===== config.mk =====
export PLATFORM = sky130hd
export DESIGN_NAME = command_driven_watchdog
export DESIGN_NICKNAME = d
export VERILOG_FILES = /design/src/watchdog_pkg.sv /design/src/period_counter.sv /design/src/command_driven_watchdog.sv
export SDC_FILE = /design/constraint.sdc
export NUM_CORES = 1
export LEC_CHECK = 0
export BUFFER_PORTS_ARGS = -buffer_cell sky130_fd_sc_hd__buf_2
export CAP_MARGIN = 10
export CORE_MARGIN = 10
export CORE_UTILIZATION = 60
export CTS_BUF_LIST = sky130_fd_sc_hd__clkbuf_4
export DETAILED_ROUTE_END_ITERATION = 8
export HOLD_SLACK_MARGIN = 0.12
export PLACE_DENSITY = 0.84
export RECOVER_POWER = 25
export SYNTH_ARGS = -nofsm -noshare
export SYNTH_HDL_FRONTEND = slang
export SYNTH_SLANG_ARGS = --single-unit

===== constraint.sdc =====
create_clock -name sys_clk -period 5.9 [get_ports sys_clk]
set_input_delay 1.475 -clock sys_clk [delete_from_list [all_inputs] [get_ports sys_clk]]
set_output_delay 1.475 -clock sys_clk [all_outputs]
set_load 0.01 [all_outputs]

===== src/watchdog_pkg.sv =====
package watchdog_pkg;

	//--------------------------------------------------------------
	// Command codes and widths
	//--------------------------------------------------------------
	localparam int          CMD_W                  = 12;
	localparam int          CODE_W                 = 3;
	localparam logic [11:0] ARM_COMMAND            = 12'h900;
	localparam logic [11:0] DISARM_COMMAND         = 12'h901;
	localparam logic [11:0] KICK_COMMAND           = 12'h902;
	localparam logic [11:0] READ_PERIOD_COMMAND    = 12'h903;
	localparam logic [11:0] WRITE_PERIOD_COMMAND   = 12'h904;
	localparam logic [11:0] HOST_KICK_MODE_COMMAND = 12'h905;

	//--------------------------------------------------------------
	// Period selection codes and reset value
	//--------------------------------------------------------------
	localparam logic [2:0] CODE_2S    = 3'h0;
	localparam logic [2:0] CODE_5S    = 3'h1;
	localparam logic [2:0] CODE_10S   = 3'h2;
	localparam logic [2:0] CODE_15S   = 3'h3;
	localparam logic [2:0] CODE_30S   = 3'h4;
	localparam logic [2:0] CODE_RESET = CODE_5S;

	//--------------------------------------------------------------
	// Timing
	//--------------------------------------------------------------
	localparam longint CLK_HZ      = 250000000;
	localparam longint PERIOD_2S   = 2;
	localparam longint PERIOD_5S   = 5;
	localparam longint PERIOD_10S  = 10;
	localparam longint PERIOD_15S  = 15;
	localparam longint PERIOD_30S  = 30;
	localparam longint PERIOD_40S  = 40;
	localparam int     CNT_W       = 34;
	localparam longint RESET_PULSE_NS = 40;
	localparam longint CLK_NS      = 4;
	localparam int     RESET_PULSE_CYC = int'((RESET_PULSE_NS + CLK_NS - 1) / CLK_NS);
	localparam int     PULSE_W     = 8;

	//--------------------------------------------------------------
	// Carriers
	//--------------------------------------------------------------
	typedef struct packed {
		logic              valid;
		logic [CMD_W-1:0]  code;
		logic [CODE_W-1:0] data;
	} command_t;

	typedef struct packed {
		logic              valid;
		logic [CODE_W-1:0] data;
	} reply_t;

	typedef enum logic [1:0] {
		ST_IDLE,
		ST_SELF,
		ST_HOST
	} wd_state_t;

endpackage


===== src/period_counter.sv =====
`timescale 1ns/1ps
module period_counter
	import watchdog_pkg::*;
#(
	parameter longint TICKS_2S  = PERIOD_2S * CLK_HZ,
	parameter longint TICKS_5S  = PERIOD_5S * CLK_HZ,
	parameter longint TICKS_10S = PERIOD_10S * CLK_HZ,
	parameter longint TICKS_15S = PERIOD_15S * CLK_HZ,
	parameter longint TICKS_30S = PERIOD_30S * CLK_HZ,
	parameter longint TICKS_40S = PERIOD_40S * CLK_HZ
) (
	input  wire logic              sys_clk,
	input  wire logic              rst_b,
	input  wire logic              clk_en,
	input  wire logic              run,
	input  wire logic              restart,
	input  wire logic [CODE_W-1:0] code,
	output logic                   expired
);

	logic [CNT_W-1:0] count_reg;
	logic [CNT_W-1:0] count_next;
	logic [CNT_W-1:0] limit_reg;
	logic [CNT_W-1:0] limit_next;
	logic [CNT_W-1:0] limit_sel;

	// Period length for a selection code
	always_comb begin
		case (code)
			CODE_2S:  limit_sel = CNT_W'(TICKS_2S - 1);
			CODE_5S:  limit_sel = CNT_W'(TICKS_5S - 1);
			CODE_10S: limit_sel = CNT_W'(TICKS_10S - 1);
			CODE_15S: limit_sel = CNT_W'(TICKS_15S - 1);
			CODE_30S: limit_sel = CNT_W'(TICKS_30S - 1);
			default:  limit_sel = CNT_W'(TICKS_40S - 1);
		endcase
	end

	// Count up; limit latched only while stopped or when the period restarts
	always_comb begin
		expired    = run && !restart && (count_reg == limit_reg);
		count_next = count_reg;
		limit_next = limit_reg;
		if (!run || restart || expired) begin
			count_next = '0;
			limit_next = limit_sel;
		end else begin
			count_next = count_reg + CNT_W'(1);
		end
	end

	// State registers
	always_ff @(posedge sys_clk or negedge rst_b) begin
		if (!rst_b) begin
			count_reg <= '0;
			limit_reg <= CNT_W'(TICKS_5S - 1);
		end else if (clk_en) begin
			count_reg <= count_next;
			limit_reg <= limit_next;
		end
	end

endmodule


===== src/command_driven_watchdog.sv =====
`timescale 1ns/1ps
module command_driven_watchdog
	import watchdog_pkg::*;
#(
	parameter longint TICKS_2S  = PERIOD_2S * CLK_HZ,
	parameter longint TICKS_5S  = PERIOD_5S * CLK_HZ,
	parameter longint TICKS_10S = PERIOD_10S * CLK_HZ,
	parameter longint TICKS_15S = PERIOD_15S * CLK_HZ,
	parameter longint TICKS_30S = PERIOD_30S * CLK_HZ,
	parameter longint TICKS_40S = PERIOD_40S * CLK_HZ
) (
	input  wire logic        sys_clk,
	input  wire logic        rst_b,
	input  wire logic        clk_en,
	input  wire command_t    cmd,
	output reply_t           reply,
	output logic             armed,
	output logic             host_kick_mode,
	output logic             system_reset
);

	//--------------------------------------------------------------
	// State
	//--------------------------------------------------------------
	wd_state_t           state_reg;
	wd_state_t           state_next;
	logic [CODE_W-1:0]   code_reg;
	logic [CODE_W-1:0]   code_next;
	reply_t              reply_reg;
	reply_t              reply_next;
	logic [PULSE_W-1:0]  pulse_reg;
	logic [PULSE_W-1:0]  pulse_next;
	logic                rst_out_reg;
	logic                rst_out_next;
	logic                armed_reg;
	logic                armed_next;
	logic                mode_reg;
	logic                mode_next;

	logic                is_arm;
	logic                is_disarm;
	logic                is_kick;
	logic                is_read;
	logic                is_write;
	logic                is_mode;
	logic                run;
	logic                restart;
	logic                expired;

	//--------------------------------------------------------------
	// Command decode
	//--------------------------------------------------------------
	// Codes outside the six are dropped silently
	always_comb begin
		is_arm    = cmd.valid && (cmd.code == ARM_COMMAND);
		is_disarm = cmd.valid && (cmd.code == DISARM_COMMAND);
		is_kick   = cmd.valid && (cmd.code == KICK_COMMAND);
		is_read   = cmd.valid && (cmd.code == READ_PERIOD_COMMAND);
		is_write  = cmd.valid && (cmd.code == WRITE_PERIOD_COMMAND);
		is_mode   = cmd.valid && (cmd.code == HOST_KICK_MODE_COMMAND);
	end

	//--------------------------------------------------------------
	// Period timer
	//--------------------------------------------------------------
	// Counter runs while armed and pulse_reg[0] is clear; arm from idle and kicks restart it
	always_comb begin
		run     = (state_reg != ST_IDLE) && !pulse_reg[0];
		restart = (is_kick && run)
			|| (is_arm && state_reg == ST_IDLE);
	end

	period_counter #(
		.TICKS_2S  (TICKS_2S),
		.TICKS_5S  (TICKS_5S),
		.TICKS_10S (TICKS_10S),
		.TICKS_15S (TICKS_15S),
		.TICKS_30S (TICKS_30S),
		.TICKS_40S (TICKS_40S)
	) u_period (
		.sys_clk (sys_clk),
		.rst_b   (rst_b),
		.clk_en  (clk_en),
		.run     (run),
		.restart (restart),
		.code    (code_reg),
		.expired (expired)
	);

	//--------------------------------------------------------------
	// Mode control
	//--------------------------------------------------------------
	// Arm, disarm and mode selection; expiry handling per mode
	always_comb begin
		state_next   = state_reg;
		pulse_next   = '0;
		rst_out_next = 1'b0;
		case (state_reg)
			ST_IDLE: begin
				if (is_arm) begin
					state_next = ST_SELF;
				end
			end
			ST_SELF: begin
				// Expiry simply restarts inside the counter
				if (is_disarm) begin
					state_next = ST_IDLE;
				end else if (is_mode) begin
					state_next = ST_HOST;
				end
			end
			ST_HOST: begin
				if (is_disarm) begin
					state_next = ST_IDLE;
				end else if (expired) begin
					state_next = ST_IDLE;
					pulse_next = PULSE_W'(RESET_PULSE_CYC);
				end
			end
			default: begin
				state_next = ST_IDLE;
			end
		endcase
		if (pulse_reg != '0) begin
			pulse_next   = pulse_reg - PULSE_W'(1);
			rst_out_next = 1'b1;
		end
		armed_next = (state_next != ST_IDLE);
		mode_next  = (state_next == ST_HOST);
	end

	//--------------------------------------------------------------
	// Period selection and read-back
	//--------------------------------------------------------------
	// Store written code; answer a read one cycle later
	always_comb begin
		code_next        = code_reg;
		reply_next.valid = is_read;
		reply_next.data  = code_reg;
		if (is_write) begin
			code_next = cmd.data;
		end
	end

	//--------------------------------------------------------------
	// Registers
	//--------------------------------------------------------------
	// All state frozen while clk_en is low
	always_ff @(posedge sys_clk or negedge rst_b) begin
		if (!rst_b) begin
			state_reg   <= ST_IDLE;
			code_reg    <= CODE_RESET;
			reply_reg   <= '0;
			pulse_reg   <= '0;
			rst_out_reg <= 1'b0;
			armed_reg   <= 1'b0;
			mode_reg    <= 1'b0;
		end else if (clk_en) begin
			state_reg   <= state_next;
			code_reg    <= code_next;
			reply_reg   <= reply_next;
			pulse_reg   <= pulse_next;
			rst_out_reg <= rst_out_next;
			armed_reg   <= armed_next;
			mode_reg    <= mode_next;
		end
	end

	assign reply          = reply_reg;
	assign armed          = armed_reg;
	assign host_kick_mode = mode_reg;
	assign system_reset   = rst_out_reg;

endmodule


* After elaboration in Yosys (flattened, before gate mapping) *
Index checks and enable logic that the tools add are counted.

storage, ports and cells
  bits in registers = 88
  bits of input ports = 19
  output and inout bits = 7
  word-level logic and storage cells = 63

operators by class
  add/sub/neg operators = 2
  equality and inequality tests = 14
  mux-type cells = 13
  reductions and logical operators = 24

operator list
  operator                                             number
  case mux 34 bit (5 select lines)                     1
  equality test 12 bit, second input constant          6
  adder 34 x 1 -> 34 bit, second input constant        1
  equality test 34 bit                                 1
  two-way mux 34 bit                                   1
  two-way mux 4 bit                                    3
  logical AND 1 bit                                    11
  two-way mux 2 bit                                    5
  two-way mux 8 bit                                    1
  nonzero test 8 bit                                   1
  subtractor 8 x 1 -> 8 bit, second input constant     1
  equality test 3 x 2 -> 1 bit, second input constant  2
  case mux 2 bit (3 select lines)                      1
  equality test 2 bit, second input constant           2
  AND reduction 2 bit                                  2
  nonzero test 2 bit                                   2
  equality test 3 x 1 -> 1 bit, second input constant  1
  equality test 3 bit, second input constant           1
  zero test 1 bit                                      3
  zero test 3 bit                                      1
  logical OR 1 bit                                     3
  equality test 2 x 1 -> 1 bit, second input constant  1
  zero test 2 bit                                      1
  two-way mux 1 bit                                    1

* Depth between registers and ports, before layout *
Gate-level depths: netlist of run 1.

  depth after elaboration = 11
  depth in mapped cells = 8
  depth with buffers taken out = 8

* Hierarchy *
Synthesis of run 1 repeated with hierarchy kept, for this count alone.

second synthesis, totals
  cell total of the unflattened synthesis = 396
  area, all modules = 3,960.0 um^2

by module, submodules not included
  module                   times used  cells an instance  area each (um^2)  sequential area each (um^2)
  period_counter           1           296                2,959.1           1,360.1
  command_driven_watchdog  1           100                1,001.0           501.7

* Least setup slack after synthesis of run 1 *
No wires, ideal clock.

  kind = input-to-reg
  from = input cmd[12] (netlist bit)
  to = register u_period.limit_reg[9]
  setup time = 0.128 ns
  arrival = 2.893 ns
  data required time = 5.772 ns
  slack = 2.879 ns
  cell stages on the path = 6
  buffers on the path = 1
  cells stage by stage = nor4bb_1 > and4b_1 > or2_4 > a22o_4 > buf_6 > mux2_1

on the way
  longest elaborated chain between the ends = 9
  elaborated cells between the ends (all ways) = 13
  those cells by class = 2 x eq/ne; 11 x reduce/logical

RTL lines
  what                                      line                                                          source
  start, declared                           command_driven_watchdog.sv:15                                 input wire command_t cmd,
  equality test 12 bit (on tied branches)   command_driven_watchdog.sv:57, command_driven_watchdog.sv:55
  logical AND 1 bit (on tied branches)      command_driven_watchdog.sv:57, command_driven_watchdog.sv:55
  logical AND 1 bit (on tied branches)      command_driven_watchdog.sv:69, command_driven_watchdog.sv:70
  logical OR 1 bit (*)                      command_driven_watchdog.sv:70                                 || (is_arm && state_reg == ST_IDLE);
  zero test 1 bit                           period_counter.sv:41                                          expired = run && !restart && (count_reg == limit_reg);
  logical AND 1 bit (2 in series)           period_counter.sv:41
  logical OR 1 bit (*)                      period_counter.sv:44                                          if (!run || restart || expired) begin
  AND reduction 2 bit (no source line) (*)  -
  end signal, assigned                      period_counter.sv:56                                          limit_reg <= CNT_W'(TICKS_5S - 1);
  end signal, assigned                      period_counter.sv:59                                          limit_reg <= limit_next;
  end, declared                             period_counter.sv:23                                          logic [CNT_W-1:0] limit_reg;

Every way passes the cells marked *; elsewhere a longest branch is shown, timed or not.
A chain may end at the register's enable or synchronous reset.

* Worst setup path in the final report of run 1 *
  from = input clk_en
  to = register u_period.limit_reg[24]

on the way
  longest elaborated chain between the ends = 1

RTL lines
  what                                  line                           source
  start, declared                       command_driven_watchdog.sv:14  input wire logic clk_en,
  AND reduction 2 bit (no source line)  -

Every way passes these cells.

==> insert_results.sql, run 1 <==
INSERT INTO impl_metrics (metric_group, metric, value, unit) VALUES
('global_route', 'aggregate_global_routing_overflow', '0', ''),
('sta', 'fin_skew', '0.0199', 'ns'),
('cells_and_area', 'final_core_utilization', '65.3', '%'),
('global_route', 'grt_antenna_before_repair', '0', ''),
('sta', 'relSlewSlack', '39.8', '%'),
('logic_synthesis', 'synth-seq-area-share', '48.5', '%'),
('setup_path', 'critical_path_class', 'primary input to flop', ''),
('hold_path', 'timing.hold.worst_path_depth', '1', ''),
('routing', 'routed-via-count', '2906', ''),
('global_route', 'first_global_vias', '2767', ''),
('global_route', 'overall_fraction_of_global_route_tracks_in_use', '16.1', '%'),
('logic_synthesis', 'yosys_warnings', '0', ''),
('routing', 'drtIter0Drc', '174', ''),
('logic_synthesis', 'ys_ff_latch', '74', ''),
('logic_synthesis', 'ys_async_sr_fraction', '100', '%'),
('sta', 'timing.final.crit_share', '65.7', '%'),
('setup_path', 'rr_worst_depth', '5', ''),
('routing', 'number_of_detailed_route_iterations_in_the_first_pass', '5', ''),
('floorplanning', 'core-area', '6280', 'µm²'),
('routing', 'post_route_drc', '0', ''),
('place', 'post_detail_place_hpwl', '5520', 'µm'),
('logic_synthesis', 'synth_top_cells_by_area', 'sky130_fd_sc_hd__dfrtp_1, sky130_fd_sc_hd__xnor2_1, sky130_fd_sc_hd__dfstp_2, sky130_fd_sc_hd__nor2_1, sky130_fd_sc_hd__xor2_1', ''),
('cells_and_area', 'number_of_fill_cells_in_the_layout', '478', ''),
('sta', 'maxSlewViolCount', '0', ''),
('cells_and_area', 'area_of_the_multi_input_gates', '1830', 'µm²'),
('sta', 'final_period_minus_worst_setup_slack', '3.88', 'ns'),
('cells_and_area', 'finalNetCount', '431', ''),
('setup_path', 'worstReg2RegEnd', 'u_period.limit_reg[24]', ''),
('setup_path', 'cp-end-kind', 'flop', ''),
('clock_tree', 'cts_post_setup_buffers_inserted', '0', ''),
('hold_path', 'hold-path-endpoint', 'system_reset', ''),
('clock_tree', 'cts_htree_levels', '3', ''),
('place', 'place_inst', '476', ''),
('clock_tree', 'cts-buffers-inserted', '9', ''),
('hold_path', 'hold_path.class', 'flop to flop', ''),
('sta', 'fin_tns_setup', '0', 'ns'),
('sta', 'max_clock_freq', '258', 'MHz'),
('clock_tree', 'cts_resized', '0', ''),
('routing', 'wl_per_cell', '16.0', 'µm'),
('floorplanning', 'die-height', '100', 'µm'),
('setup_path', 'crit_path_max_fanout', '59', ''),
('setup_path', 'critical_path_required', '6.24', 'ns'),
('logic_synthesis', 'yosys.area.top_type', 'sky130_fd_sc_hd__dfrtp_1', ''),
('setup_path', 'setup.reg_to_reg.worst_slack', '3.29', 'ns'),
('place', 'placement_stage_worst_setup_slack', '2.06', 'ns'),
('cells_and_area', 'layout.cells.non_filler', '492', ''),
('floorplanning', 'total_die_area', '10000', 'µm²'),
('floorplanning', 'floorplan.io_pins', '26', ''),
('status', 'run_status', 'finished clean', ''),
('floorplanning', 'initial_core_util', '61.2', '%'),
('floorplanning', 'die_x', '100', 'µm'),
('cells_and_area', 'number_of_flip_flops_in_the_largest_register', '34', ''),
('clock_tree', 'clk_latency', '0.45', 'ns'),
('logic_synthesis', 'synth_cells', '389', ''),
('pwr', 'cellPowerDensity', '256', 'nW/µm²'),
('place', 'portbufs', '25', ''),
('sta', 'setup_viol', '0', ''),
('cells_and_area', 'areaGrowthSynthToFinish', '6.71', '%'),
('sta', 'finalHoldViolations', '0', ''),
('logic_synthesis', 'synthesis.nets', '410', ''),
('place', 'globalplace.congestion', '0.826', ''),
('global_route', 'first_pass_grt_wire_length', '13100', 'µm'),
('clock_tree', 'tritoncts', 'built', ''),
('sta', 'grt_setup_unrepaired', 'false', ''),
('clock_tree', 'cts_clock_pin_slew_for_the_worst_setup_and_hold_paths', '0.12', 'ns'),
('logic_synthesis', 'synthDistinctLibCells', '55', ''),
('setup_path', 'rr_startpoint', 'u_period.count_reg[20]', ''),
('hold_path', 'holdCritStartpoint', 'system_reset', ''),
('logic_synthesis', 'yosys.area.top_type_share', '43.0', '%'),
('global_route', 'grt_max_degree', '75', ''),
('floorplanning', 'floorplan.rows', '29', '');
[layer usage]
layer	global-route usage, %	vias up	share of wire (%)
li1	-	1410	-
met1	20.8	1402	46
met2	24.4	79	46
met3	3.78	15	4.7
met4	8.70	0	2.5
met5	0	-	0
[power by group]
group / internal (µW) / switching (µW) / leakage [µW]
Clock: 130 / 180 / 0.0000675
Sequential: 555 / 45.2 / 0.000937
Combinational: 61.7 / 76.5 / 0.000697
Total: 747 / 302 / 0.00170
[kinds of logic after synthesis]
family / count (synthesis) / synth area share, %
AOI/OAI and AO/OA: 47 / 8.05
xor gates and xnor gates: 46 / 10.5
adders and majority gates: 2 / 0.651
buffers and inverters: 29 / 3.94
DFF: 74 / 48.5
muxes: 16 / 4.66
and+or+nand+nor: 175 / 23.7
[worst max path at each step]
stage	startpoint	to	slack, ns	cells past startpoint
after global placement	clk_en	u_period.limit_reg[24]	2.16	6
after CTS	clk_en	u_period.limit_reg[24]	2.53	6
after global routing	clk_en	u_period.limit_reg[9]	1.74	6
after floorplan	cmd[12]	u_period.limit_reg[9]	2.88	6
final	clk_en	u_period.limit_reg[24]	2.02	6
after detailed placement	clk_en	u_period.limit_reg[24]	2.06	6
[critical path: stages]
cell and delay, ns:
sky130_fd_sc_hd__clkbuf_1 0.58, sky130_fd_sc_hd__clkinv_1 0.69, sky130_fd_sc_hd__a21oi_1 0.29, sky130_fd_sc_hd__and4bb_1 0.25, sky130_fd_sc_hd__a22o_4 0.51, sky130_fd_sc_hd__mux2_2 0.40
[area by class of cell]
class / instances / share of cell area [%]
inverters: 13 / 1.19
clock inverters: 6 / 1.40
clock buffers: 10 / 1.83
flip-flops and latches: 74 / 45.4
repair buffers: 26 / 3.21
multi-input cells: 286 / 44.6
well taps: 77 / 2.35
[metrics by stage]
step	power (µW)	instance area (µm²)	hold WS, ns
finish	1050	4100	0.491
global route	1100	4100	0.521
CTS	1050	4100	0.496
detailed placement	747	3970	0.469
global placement	737	3970	0.477
floorplan	706	3840	0.469
[cell usage after synthesis, drive strengths merged, types with 2 or more instances]
cell type and number:
a21o 2, a21oi 14, a2bb2oi 2, a31oi 4, and3 4, and4bb 2
buf 11, clkbuf 5, dfrtp 66, dfstp 8, ha 2, inv 12
mux2 15, nand2 28, nand2b 5, nand3 22, nand3b 2, nand4 18
nor2 55, nor2b 2, nor3 11, nor3b 2, nor4 7, nor4b 2
nor4bb 2, o211ai 3, o21a 2, o21ai 9, o21bai 2, o2bb2ai 2
or2 2, or3 5, xnor2 28, xor2 18
[cells in the final DEF, fill, tap and decap left out, types with 10 or more instances in the layout]
cell type                   n
sky130_fd_sc_hd__nand4_1   18
sky130_fd_sc_hd__nor2_1    55
sky130_fd_sc_hd__dfrtp_1   66
sky130_fd_sc_hd__nand2_1   28
sky130_fd_sc_hd__nand3_1   22
sky130_fd_sc_hd__clkbuf_4  10
sky130_fd_sc_hd__xor2_1    18
sky130_fd_sc_hd__a21oi_1   14
sky130_fd_sc_hd__nor3_1    11
sky130_fd_sc_hd__xnor2_1   28
sky130_fd_sc_hd__inv_1     12
sky130_fd_sc_hd__buf_2     24
Note: power is estimated with default switching activity, not from simulation.
==> run 2, diff against run 1 <==
- CORE_UTILIZATION: 60 -> 57
- clock period: 5.9 -> 3.1 ns (I/O delays scaled with it)
==> run 2 against run 1 <==
  * The run now ends with capacitance limit, slew limit left
  * Register-to-register slack lost 2.6 ns
  * Cell area grew 1.8%
  * Critical path depth grew 1
  * Routed wire length grew 4.9%
  * Non-clock buffer count grew 5
  * Sequential cell count is the same
  * Clock-buffer cell count is the same
  * Sequential share of layout area shrank 0.79 points
  * Clock skew shrank 0.0062 ns
  * Critical endpoint is now u_period.limit_reg[15]
  * Highest routed layer unchanged
==> insert_results.sql, run 2 (same netlist as run 1, synthesis figures left out) <==
INSERT INTO impl_metrics (metric_group, metric, value, unit) VALUES
('routing', 'post_route_drc', '0', ''),
('pwr', 'combPwrFrac', '13.3', '%'),
('sta', 'relSlewSlack', '-26.3', '%'),
('clock_tree', 'cts_htree_levels', '3', ''),
('cells_and_area', 'finalNetCount', '436', ''),
('cells_and_area', 'drive_gt1_share', '15.2', '%'),
('floorplanning', 'floorplan.io_pins', '26', ''),
('setup_path', 'worstReg2RegEnd', 'u_period.limit_reg[15]', ''),
('sta', 'fin_skew', '0.0137', 'ns'),
('setup_path', 'critical_path_required', '3.47', 'ns'),
('hold_path', 'holdCritStartpoint', 'system_reset', ''),
('sta', 'setup_viol', '0', ''),
('routing', 'wl_per_cell', '16.7', 'µm'),
('cells_and_area', 'non_filler_cell_area_final', '4170', 'µm²'),
('setup_path', 'critical_path_arrival', '2.82', 'ns'),
('clock_tree', 'cts_post_setup_buffers_inserted', '0', ''),
('sta', 'final_period_minus_worst_setup_slack', '2.45', 'ns'),
('clock_tree', 'cts_clock_pin_slew_for_the_worst_setup_and_hold_paths', '0.11', 'ns'),
('clock_tree', 'cts_hold_repair.buffers', '0', ''),
('clock_tree', 'cts-buffers-inserted', '9', ''),
('routing', 'number_of_detailed_route_iterations_in_the_first_pass', '5', ''),
('floorplanning', 'die-height', '102', 'µm'),
('floorplanning', 'total_die_area', '10400', 'µm²'),
('sta', 'max_clock_freq', '408', 'MHz'),
('cells_and_area', 'final_core_utilization', '64.6', '%'),
('sta', 'grt_setup_unrepaired', 'false', ''),
('sta', 'timing.final.crit_share', '79.1', '%'),
('status', 'violations', 'capacitance limit, slew limit', ''),
('clock_tree', 'tritoncts', 'built', ''),
('place', 'post_detail_place_hpwl', '5990', 'µm'),
('place', 'portbufs', '25', ''),
('clock_tree', 'cts_resized', '0', ''),
('flow_run', 'maxCapViolations', '1', ''),
('hold_path', 'hold_path.class', 'flop to flop', ''),
('cells_and_area', 'number_of_flip_flops_in_the_largest_register', '34', ''),
('global_route', 'first_pass_grt_wire_length', '14400', 'µm'),
('cells_and_area', 'layout.cells.most_common_list', 'sky130_fd_sc_hd__dfrtp_1, sky130_fd_sc_hd__nor2_1, sky130_fd_sc_hd__xnor2_1, sky130_fd_sc_hd__nand2_1, sky130_fd_sc_hd__buf_2', ''),
('floorplanning', 'core-area', '6460', 'µm²'),
('pwr', 'power_switching_share', '27.4', '%'),
('global_route', 'first_global_vias', '2985', ''),
('floorplanning', 'floorplan.rows', '29', ''),
('setup_path', 'critical_path_class', 'flop to flop', ''),
('routing', 'routed-via-count', '3032', ''),
('sta', 'finalHoldViolations', '0', ''),
('hold_path', 'timing.hold.worst_path_depth', '1', ''),
('routing', 'detail-route-antenna-nets', '0', ''),
('global_route', 'grt_antenna_before_repair', '0', ''),
('routing', 'wl', '8280', 'µm'),
('pwr', 'power.internal', '1510', 'µW'),
('cells_and_area', 'areaGrowthSynthToFinish', '8.60', '%'),
('sta', 'timing_worst_slew_pin_value', '1.89', 'ns'),
('place', 'placed_cell_area', '4020', 'µm²'),
('pwr', 'worst_supply_voltage_drop_on_vdd', '0.249', 'mV'),
('global_route', 'overall_fraction_of_global_route_tracks_in_use', '17.3', '%'),
('pwr', 'cellLeakagePower', '0.00174', 'µW'),
('setup_path', 'rr_startpoint', 'u_period.count_reg[20]', ''),
('setup_path', 'crit_path_max_fanout', '37', ''),
('sta', 'maxSlewViolCount', '35', ''),
('pwr', 'part_of_the_power_in_registers', '54.7', '%'),
('pwr', 'p_switching', '570', 'µW'),
('clock_tree', 'clockBufferDepth', '2', ''),
('floorplanning', 'initial_core_util', '59.5', '%'),
('clock_tree', 'clk_latency', '0.44', 'ns'),
('setup_path', 'worst_setup_start_kind', 'flop', ''),
('clock_tree', 'clock_tree_root_driver_cell', 'sky130_fd_sc_hd__clkbuf_4', ''),
('sta', 'fin_tns_setup', '0', 'ns'),
('clock_tree', 'cts_sinks', '74', ''),
('hold_path', 'hold-path-endpoint', 'system_reset', ''),
('routing', 'vias_per_cell', '6.10', ''),
('global_route', 'grt_max_degree', '41', ''),
('cells_and_area', 'final_common_cell', 'sky130_fd_sc_hd__dfrtp_1', ''),
('setup_path', 'cp-end-kind', 'flop', ''),
('floorplanning', 'die_x', '102', 'µm'),
('setup_path', 'rr_worst_depth', '7', ''),
('pwr', 'cellPowerDensity', '499', 'nW/µm²'),
('place', 'globalplace.congestion', '0.905', ''),
('global_route', 'aggregate_global_routing_overflow', '0', ''),
('sta', 'hold_slack', '0.493', 'ns'),
('cells_and_area', 'number_of_fill_cells_in_the_layout', '506', ''),
('status', 'run_status', 'finished, violations left', ''),
('pwr', 'power_frac_clock', '32.0', '%'),
('setup_path', 'setup.reg_to_reg.worst_slack', '0.65', 'ns'),
('cells_and_area', 'diodes', '0', ''),
('routing', 'drtIter0Drc', '220', '');
## run 2: cell types whose count changed in the layout (fill, tap and decap cells not counted), sizes merged
| cell | previous run | this run |
|---|---|---|
| buf | 25 | 29 |
| bufinv | 1 | 2 |
| clkbuf | 11 | 12 |
| clkinvlp | 2 | 1 |
## run 2: how the worst max path moves through the flow
stage	from	end	cells after the start	slack, ns
after global placement	cmd[8]	u_period.limit_reg[15]	8	0.41
final	u_period.count_reg[20]	u_period.limit_reg[15]	7	0.65
after detailed placement	cmd[8]	u_period.limit_reg[15]	8	0.33
after CTS	u_period.count_reg[20]	u_period.limit_reg[15]	7	0.68
after floorplan	cmd[12]	u_period.limit_reg[9]	6	0.78
after global routing	pulse_reg[0]	pulse_reg[3]	8	0.49
## run 2: layout make-up
cell class                 count  area (µm²)  area share, %
clock inverter                 6        81.3           1.95
clock buffer                  10        75.1           1.80
inverter                      13        48.8           1.17
tap                           77        96.3           2.31
multi-input combinational    286        1830           43.8
sequential                    74        1860           44.6
timing repair buffer          31         180           4.32
## run 2: worst max-delay path, stage by stage, from the launching register on
cell and delay (ns):
sky130_fd_sc_hd__dfrtp_1 0.45, sky130_fd_sc_hd__or3b_1 0.40, sky130_fd_sc_hd__nor4_1 0.42, sky130_fd_sc_hd__and4bb_1 0.28, sky130_fd_sc_hd__a22o_4 0.38, sky130_fd_sc_hd__buf_4 0.28, sky130_fd_sc_hd__nor2_1 0.06, sky130_fd_sc_hd__a21oi_1 0.10
## run 2: power groups by stage
| stage | sequential [µW] | clock (µW) | combinational [µW] |
|---|---|---|---|
| 6_report | 1140 | 666 | 276 |
| 5_1_grt | 1150 | 728 | 313 |
| 4_1_cts | 1140 | 674 | 277 |
| 3_5_place_dp | 1160 | 0 | 275 |
| 3_3_place_gp | 1150 | 0 | 261 |
| 2_1_floorplan | 1140 | 0 | 206 |
## run 2: through the flow
| step | setup WS (ns) | cells | total power (µW) |
|---|---|---|---|
| after CTS | 0.680 | 497 | 2090 |
| final | 0.648 | 497 | 2080 |
| after global routing | 0.492 | 497 | 2190 |
| after floorplan | 0.779 | 389 | 1340 |
| after detailed placement | 0.327 | 481 | 1430 |
| after global placement | 0.407 | 481 | 1410 |
## run 2: metal layers
| layer | vias up | track usage (%) | part of all wire, % | wire length (µm) |
|---|---|---|---|---|
| met4 | 0 | 9.22 | 2.7 | 226 |
| li1 | 1419 | - | - | - |
| met2 | 108 | 26.4 | 47 | 3910 |
| met1 | 1482 | 22.7 | 44 | 3650 |
| met5 | - | 0 | 0 | 0 |
| met3 | 23 | 3.64 | 5.9 | 487 |
